### src/hw/inq_params.svh
// Offsets, field positions and fixed values of the capability inquiry words.
// Assumes byte offsets from the base of the initial register space.
`ifndef INQ_PARAMS_SVH
`define INQ_PARAMS_SVH

// Byte offsets of the inquiry words
`define OFS_RATE_SUPPORT_MONO16_MID   12'h258
`define OFS_RATE_SUPPORT_MONO16_HIGH  12'h25C
`define OFS_CUSTOM_MODE0_BLOCK_OFFSET 12'h2E0
`define OFS_CUSTOM_MODE1_BLOCK_OFFSET 12'h2E4
`define OFS_BASIC_FUNCTION_PRESENCE   12'h400

// Field positions, counted from the most significant bit as bit 0
`define RATE_BIT_1P875                0
`define RATE_BIT_3P75                 1
`define RATE_BIT_7P5                  2
`define RATE_BIT_15                   3
`define RATE_BIT_30                   4
`define RATE_BIT_60                   5
`define BF_BIT_VENDOR_EXT             0
`define BF_BIT_VMODE_ERR_STATUS       1
`define BF_BIT_FEATURE_ERR_STATUS     2
`define BF_BIT_EXTRA_FUNCTION_REGS    3
`define BF_BIT_FAST_BUS_CAPABLE       8
`define BF_BIT_POWER_CTRL             16
`define BF_BIT_SINGLE_CAPTURE         19
`define BF_BIT_MULTI_CAPTURE          20
`define BF_SLOT_FIRST                 28
`define BF_SLOT_LAST                  31

// Fixed values
`define BF_SLOT_MAX                   4'h3
`define CUSTOM0_OFS_DEFAULT           32'h0000_1000
`define CUSTOM1_OFS_DEFAULT           32'h0000_1100
`define WORD_ZERO                     32'h0000_0000

`endif

### src/hw/inq_pkg.sv
// Types shared by the capability inquiry register bank.
// Assumes nothing beyond a SystemVerilog compiler.
package inq_pkg;

  // Which inquiry word a request selects
  typedef enum logic [2:0]
  {
    SEL_NONE,
    SEL_RATE_MID,
    SEL_RATE_HIGH,
    SEL_CUSTOM0,
    SEL_CUSTOM1,
    SEL_BASIC
  } inq_sel_t;

endpackage

### src/hw/camera_capability_inquiry_regs.sv
// Read-only capability inquiry words of the camera, answering quadlet requests.
// Assumes the serial bus link hands over requests on mclk_in, one per cycle at most.
// Operation
// The 1280x960 16-bit mono rate word shows 1.875, 3.75 and 7.5 fps supported, 15/30/60 fps not.
// The 1600x1200 16-bit mono rate word shows the same three low rates and zero for the higher ones.
// The custom mode 0 word returns all 32 bits of that mode's quadlet offset; every model has it.
// The custom mode 1 word returns that mode's quadlet offset on the colour model.
// Each single-bit flag of the basic-function word is one when available and zero when not.
// Bits 0 to 3 of the basic-function word report vendor extensions, two error registers and extras.
// The fast bus capability at bit 8 and power control at bit 16 read zero.
// Single capture at bit 19 reads one and multiple capture at bit 20 reads zero.
// Bits 28 to 31 of the basic-function word hold the highest setting slot number, which is 3.
// Host software reads a zero slot field as no stored setting slots at all.
// All inquiry words are constants, writes are ignored and reserved bits read zero.
`timescale 1ns/1ns
`include "inq_params.svh"

module camera_capability_inquiry_regs
#(
  parameter int          ADDR_W       = 12,
  parameter logic [31:0] CUSTOM0_OFS  = `CUSTOM0_OFS_DEFAULT,
  parameter logic [31:0] CUSTOM1_OFS  = `CUSTOM1_OFS_DEFAULT,
  parameter bit          COLOUR_MODEL = 1'b0
)
(
  // Clock and reset
  input  wire logic              mclk_in,
  input  wire logic              sys_rst_in,
  // Quadlet request
  input  wire logic              req_valid_in,
  input  wire logic              req_write_in,
  input  wire logic [ADDR_W-1:0] req_addr_in,
  // Answer
  output logic                   resp_valid_out,
  output logic                   resp_write_out,
  output logic                   resp_error_out,
  output logic [31:0]            resp_rdata_out
);

  // Offsets must be reachable with the address width in use
  generate
    if (ADDR_W < 11 || ADDR_W > 32)
    begin : g_bad_width
      $error("ADDR_W must lie between 11 and 32");
    end
    if (CUSTOM0_OFS == `WORD_ZERO)
    begin : g_bad_ofs
      $error("CUSTOM0_OFS must be nonzero, mode 0 is always present");
    end
  endgenerate

  // Mask with one field bit set, field bits counted from the top
  function automatic logic [31:0] doc_bit(input int pos);
    logic [31:0] m;
    m = `WORD_ZERO;
    m[31-pos] = 1'b1;
    return m;
  endfunction

  // Decode a byte address to an inquiry word
  function automatic inq_pkg::inq_sel_t decode(input logic [ADDR_W-1:0] a);
    logic [ADDR_W-1:0] o;
    o = a;
    unique case (o)
      ADDR_W'(`OFS_RATE_SUPPORT_MONO16_MID):   return inq_pkg::SEL_RATE_MID;
      ADDR_W'(`OFS_RATE_SUPPORT_MONO16_HIGH):  return inq_pkg::SEL_RATE_HIGH;
      ADDR_W'(`OFS_CUSTOM_MODE0_BLOCK_OFFSET): return inq_pkg::SEL_CUSTOM0;
      ADDR_W'(`OFS_CUSTOM_MODE1_BLOCK_OFFSET): return inq_pkg::SEL_CUSTOM1;
      ADDR_W'(`OFS_BASIC_FUNCTION_PRESENCE):   return inq_pkg::SEL_BASIC;
      default:                                 return inq_pkg::SEL_NONE;
    endcase
  endfunction

  // Both rate words carry the same three low rates
  localparam logic [31:0] RATE_WORD =
    doc_bit(`RATE_BIT_1P875) | doc_bit(`RATE_BIT_3P75) | doc_bit(`RATE_BIT_7P5);

  // Flags are set only for functions present; fast bus, power and multi capture stay zero
  localparam logic [31:0] BASIC_FLAGS =
    doc_bit(`BF_BIT_VENDOR_EXT) | doc_bit(`BF_BIT_VMODE_ERR_STATUS) |
    doc_bit(`BF_BIT_FEATURE_ERR_STATUS) | doc_bit(`BF_BIT_EXTRA_FUNCTION_REGS) |
    doc_bit(`BF_BIT_SINGLE_CAPTURE);

  // Slot field sits at the least significant nibble
  localparam logic [31:0] BASIC_WORD = BASIC_FLAGS | {28'h000_0000, `BF_SLOT_MAX};

  // Mono model reports mode 1 absent with a zero offset
  localparam logic [31:0] MODE1_WORD = COLOUR_MODEL ? CUSTOM1_OFS : `WORD_ZERO;

  // Rate words, one per fixed 16-bit mono mode
  logic [31:0] rate_word [2];
  genvar gi;
  generate
    for (gi = 0; gi < 2; gi++)
    begin : g_rate
      assign rate_word[gi] = RATE_WORD;
    end
  endgenerate

  // Answer state
  logic        resp_valid;
  logic        resp_write;
  logic        resp_error;
  logic [31:0] resp_rdata;
  logic        next_resp_valid;
  logic        next_resp_write;
  logic        next_resp_error;
  logic [31:0] next_resp_rdata;

  inq_pkg::inq_sel_t req_sel;

  assign req_sel = decode(req_addr_in);

  always_comb
  begin
    next_resp_valid = req_valid_in;
    next_resp_write = req_valid_in & req_write_in;
    next_resp_error = req_valid_in & (req_sel == inq_pkg::SEL_NONE);
    next_resp_rdata = `WORD_ZERO;
    // Writes store nothing and return zero, the words are fixed in logic
    if (req_valid_in && !req_write_in)
    begin
      unique case (req_sel)
        inq_pkg::SEL_RATE_MID:  next_resp_rdata = rate_word[0];
        inq_pkg::SEL_RATE_HIGH: next_resp_rdata = rate_word[1];
        inq_pkg::SEL_CUSTOM0:   next_resp_rdata = CUSTOM0_OFS;
        inq_pkg::SEL_CUSTOM1:   next_resp_rdata = MODE1_WORD;
        inq_pkg::SEL_BASIC:     next_resp_rdata = BASIC_WORD;
        inq_pkg::SEL_NONE:      next_resp_rdata = `WORD_ZERO;
      endcase
    end
  end

  always_ff @(posedge mclk_in or posedge sys_rst_in)
  begin
    if (sys_rst_in)
    begin
      resp_valid <= 1'b0;
      resp_write <= 1'b0;
      resp_error <= 1'b0;
      resp_rdata <= `WORD_ZERO;
    end
    else
    begin
      resp_valid <= next_resp_valid;
      resp_write <= next_resp_write;
      resp_error <= next_resp_error;
      resp_rdata <= next_resp_rdata;
    end
  end

  assign resp_valid_out = resp_valid;
  assign resp_write_out = resp_write;
  assign resp_error_out = resp_error;
  assign resp_rdata_out = resp_rdata;

  // One check per single-bit flag, so a slip in the bit order names its position
  localparam int          FLAG_NUM           = 8;
  localparam int          FLAG_POS[FLAG_NUM] = '{`BF_BIT_VENDOR_EXT, `BF_BIT_VMODE_ERR_STATUS,
                                                  `BF_BIT_FEATURE_ERR_STATUS, `BF_BIT_EXTRA_FUNCTION_REGS,
                                                  `BF_BIT_FAST_BUS_CAPABLE, `BF_BIT_POWER_CTRL,
                                                  `BF_BIT_SINGLE_CAPTURE, `BF_BIT_MULTI_CAPTURE};
  localparam logic [7:0]  FLAG_EXP           = 8'h4F;

  genvar fi;
  generate
    for (fi = 0; fi < FLAG_NUM; fi++)
    begin : g_flag

    end
  endgenerate
endmodule

### config.mk
export PLATFORM = sky130hd
export DESIGN_NAME = camera_capability_inquiry_regs
export DESIGN_NICKNAME = d
export VERILOG_FILES = /design/src/hw/inq_pkg.sv /design/src/hw/camera_capability_inquiry_regs.sv
export VERILOG_INCLUDE_DIRS = /design/src /design/src/hw
export SDC_FILE = /design/constraint.sdc
export NUM_CORES = 1
export LEC_CHECK = 0
export BUFFER_PORTS_ARGS = -buffer_cell sky130_fd_sc_hd__buf_2
export CORE_MARGIN = 3
export CORE_UTILIZATION = 31
export CTS_CLUSTER_SIZE = 28
export DETAILED_ROUTE_END_ITERATION = 8
export PLACE_DENSITY = 0.86
export SLEW_MARGIN = 30
export SYNTH_ARGS = -nofsm -noshare
export SYNTH_HDL_FRONTEND = slang
export SYNTH_SLANG_ARGS = --single-unit
### constraint.sdc
create_clock -name mclk_in -period 0.8 [get_ports mclk_in]
set_input_delay 0.24 -clock mclk_in [delete_from_list [all_inputs] [get_ports mclk_in]]
set_output_delay 0.24 -clock mclk_in [all_outputs]
set_load 0.05 [all_outputs]
==> results.json <==
{
  "dp.final_hpwl_um": 821,
  "cts.sinks": 6,
  "crit_family": "simple AND/OR/NAND/NOR gates",
  "diodes": 0,
  "antenna_found_initial": 0,
  "initial_core_util": 0.357,
  "power.ir.vdd_worst_v": 0.000570,
  "synthCells": 56,
  "drt_iter0_drc": 0,
  "required_ns": 0.92,
  "overflow": 0,
  "routed_via_density": 4.03,
  "grt_pass1_vias": 375,
  "slew_violations": 0,
  "drtAntennaViolNets": 0,
  "cts.path.max_buffers": 2,
  "cp-end-kind": "flip-flop",
  "power.leakage_nw": 0.354,
  "vias": 403,
  "synth_top_cell_by_area": "buf_4",
  "setup_ws_ns": -0.524,
  "dp_slack_ns": -0.778,
  "crit_chain": "buf_6, or4_4, or3_4, nor3b_2",
  "avgSynthCellArea_sq_um": 9.03,
  "grt_max_degree": 7,
  "finalWirelength_um": 1050,
  "drc": 0,
  "firstDrtPassIters": 1,
  "setup_viol": 14,
  "dieArea_sq_um": 2150,
  "synth_area_sq_um": 505,
  "rows": 13,
  "violations": "negative setup slack",
  "ys_ff_latch": 6,
  "drv_cap": 0,
  "grt_pass1_wl_um": 1420,
  "powerDensity_nw_per_um2": 1480,
  "io_buffers": 25,
  "worstSetupPathType": "in -> reg",
  "period_share": 1.65,
  "rsz0062_at_grt": "yes",
  "grt_util_all_layers": 0.0977,
  "outcome": "finished with violations",
  "synthTopCellsByArea": "buf_4 (43%), dfrtp_1 (30%), nand2b_1 (2.5%)",
  "htreeDepth": 1,
  "worst_setup_path_start_kind": "input pin",
  "place_inst": 95,
  "drive_gt1_frac": 0.518,
  "yosysTopAreaCellShare": 0.431,
  "syn2layout_area_growth_pct": 37.4,
  "wire_per_inst_um": 10.5,
  "die_height_um": 46.4,
  "synth.distinct_cells": 18,
  "max_stage_delay_ns": 0.55,
  "ys_warn_count": 0,
  "core-area_sq_um": 1420,
  "gp_congestion": 0.670,
  "crit_fanout": 2,
  "clock-root-buffer": "clkbuf_4",
  "timing_hold_violations_final": 0,
  "worstPathArrival_ns": 1.44,
  "fin_nets": 102,
  "hold_path_class": "in -> reg",
  "stdcell_count": 100,
  "period_needed_ns": 1.32,
  "tritoncts": "built",
  "yosysSeqAreaShare": 0.297,
  "clock.fmax_ghz": 0.755,
  "clk_pin_slew_ns": 0.05,
  "ios": 51,
  "cp_num_buf_inv": 1,
  "crit_slowest_cell": "or4_4",
  "cts_buffers": 3,
  "fp.dieW_um": 46.4,
  "p_total_mw": 1.03
}
==> sequential cells by signal, indices dropped and copies added, names as in the netlist <==
signal / count
resp_write_out: 1
resp_error_out: 1
resp_rdata_out: 3
resp_valid_out: 1
==> layout make-up <==
cell class	instances	area [sq um]
clock buffers	4	26.3
fillers	132	721
inverters	1	3.75
repair buffers	30	240
well taps	15	18.8
multi-input cells	44	249
flip-flops and latches	6	156
==> layout by cell type, fill, tap and decap left out <==
cell and n:
nor2_1 1, dfrtp_2 5, inv_1 1, nand2_1 3
or4_4 2, nor4_1 2, a21oi_2 1, clkbuf_4 3
nand2b_1 2, dlygate4sd3_1 1, nor3b_2 1, or3_1 1
conb_1 25, and2_1 1, nor4_4 1, nand3b_1 1
or3_4 1, buf_2 13, dfrtp_1 1, o21ai_2 1
clkbuf_1 1, o311a_1 1, buf_6 12, buf_4 4
==> report_power, final <==
part	internal, mW	switching [mW]
Combinational	0.0761	0.336
Sequential	0.313	0.00355
Clock	0.189	0.110
Total	0.578	0.449
==> what timing repair did <==
action                                 in CTS  in global routing
setup buffers                               0                  0
resized for setup                          22                  4
pin swaps                                   2                  3
hold buffers                                1                  0
setup endpoints to repair                  14                 14
endpoints found under the hold margin       6                  0
==> Yosys cell counts <==
master / count
inv_1: 1
or3_1: 2
or4_4: 1
and2_1: 1
nand3b_1: 1
nand2_1: 3
dfrtp_1: 6
nor2_1: 1
nor3b_2: 1
or4_1: 1
conb_1: 1
nor4_1: 2
buf_4: 29
a21oi_1: 1
o21ai_1: 1
o311a_1: 1
nand2b_1: 2
nor4_2: 1
==> layer usage <==
layer | global-route usage | share of wire
met5 | 0 | 0
met4 | 0.0682 | 0
met3 | 0.0234 | 0.14
met2 | 0.184 | 0.56
met1 | 0.0888 | 0.30
==> worst paths after layout <==
check                               start                            to  depth (start not counted)
hold / removal               req_valid_in      resp_valid_out$_DFF_PP0_                          1
setup / recovery           req_addr_in[2]  resp_rdata_out[30]$_DFF_PP0_                          4
max in group asynchronous      sys_rst_in  resp_rdata_out[12]$_DFF_PP0_                          3
min in group asynchronous      sys_rst_in      resp_error_out$_DFF_PP0_                          3
==> metrics by stage <==
stage / hold slack (ns) / setup TNS, ns / utilization / instance area [sq um]
5_1_grt: 0.135 / -4.82 / 0.491 / 694
3_5_place_dp: 0.160 / -3.16 / 0.397 / 562
4_1_cts: 0.134 / -4.38 / 0.476 / 673
2_1_floorplan: 0.0306 / -3.27 / - / 621
6_report: 0.148 / -4.35 / 0.491 / 694
3_3_place_gp: 0.148 / -3.04 / 0.397 / 562
==> logic make-up (layout without fill, tap and decap cells) <==
kind of cell           Yosys count  in the layout  share of synthesized area
other                            1             25                    0.00742
AO/OA/AOI/OAI                    3              3                     0.0396
buffers and inverters           30             35                      0.438
AND/OR/NAND/NOR                 16             16                      0.218
flip-flops                       6              6                      0.297
No activity file was read; power rests on OpenSTA's default activity.
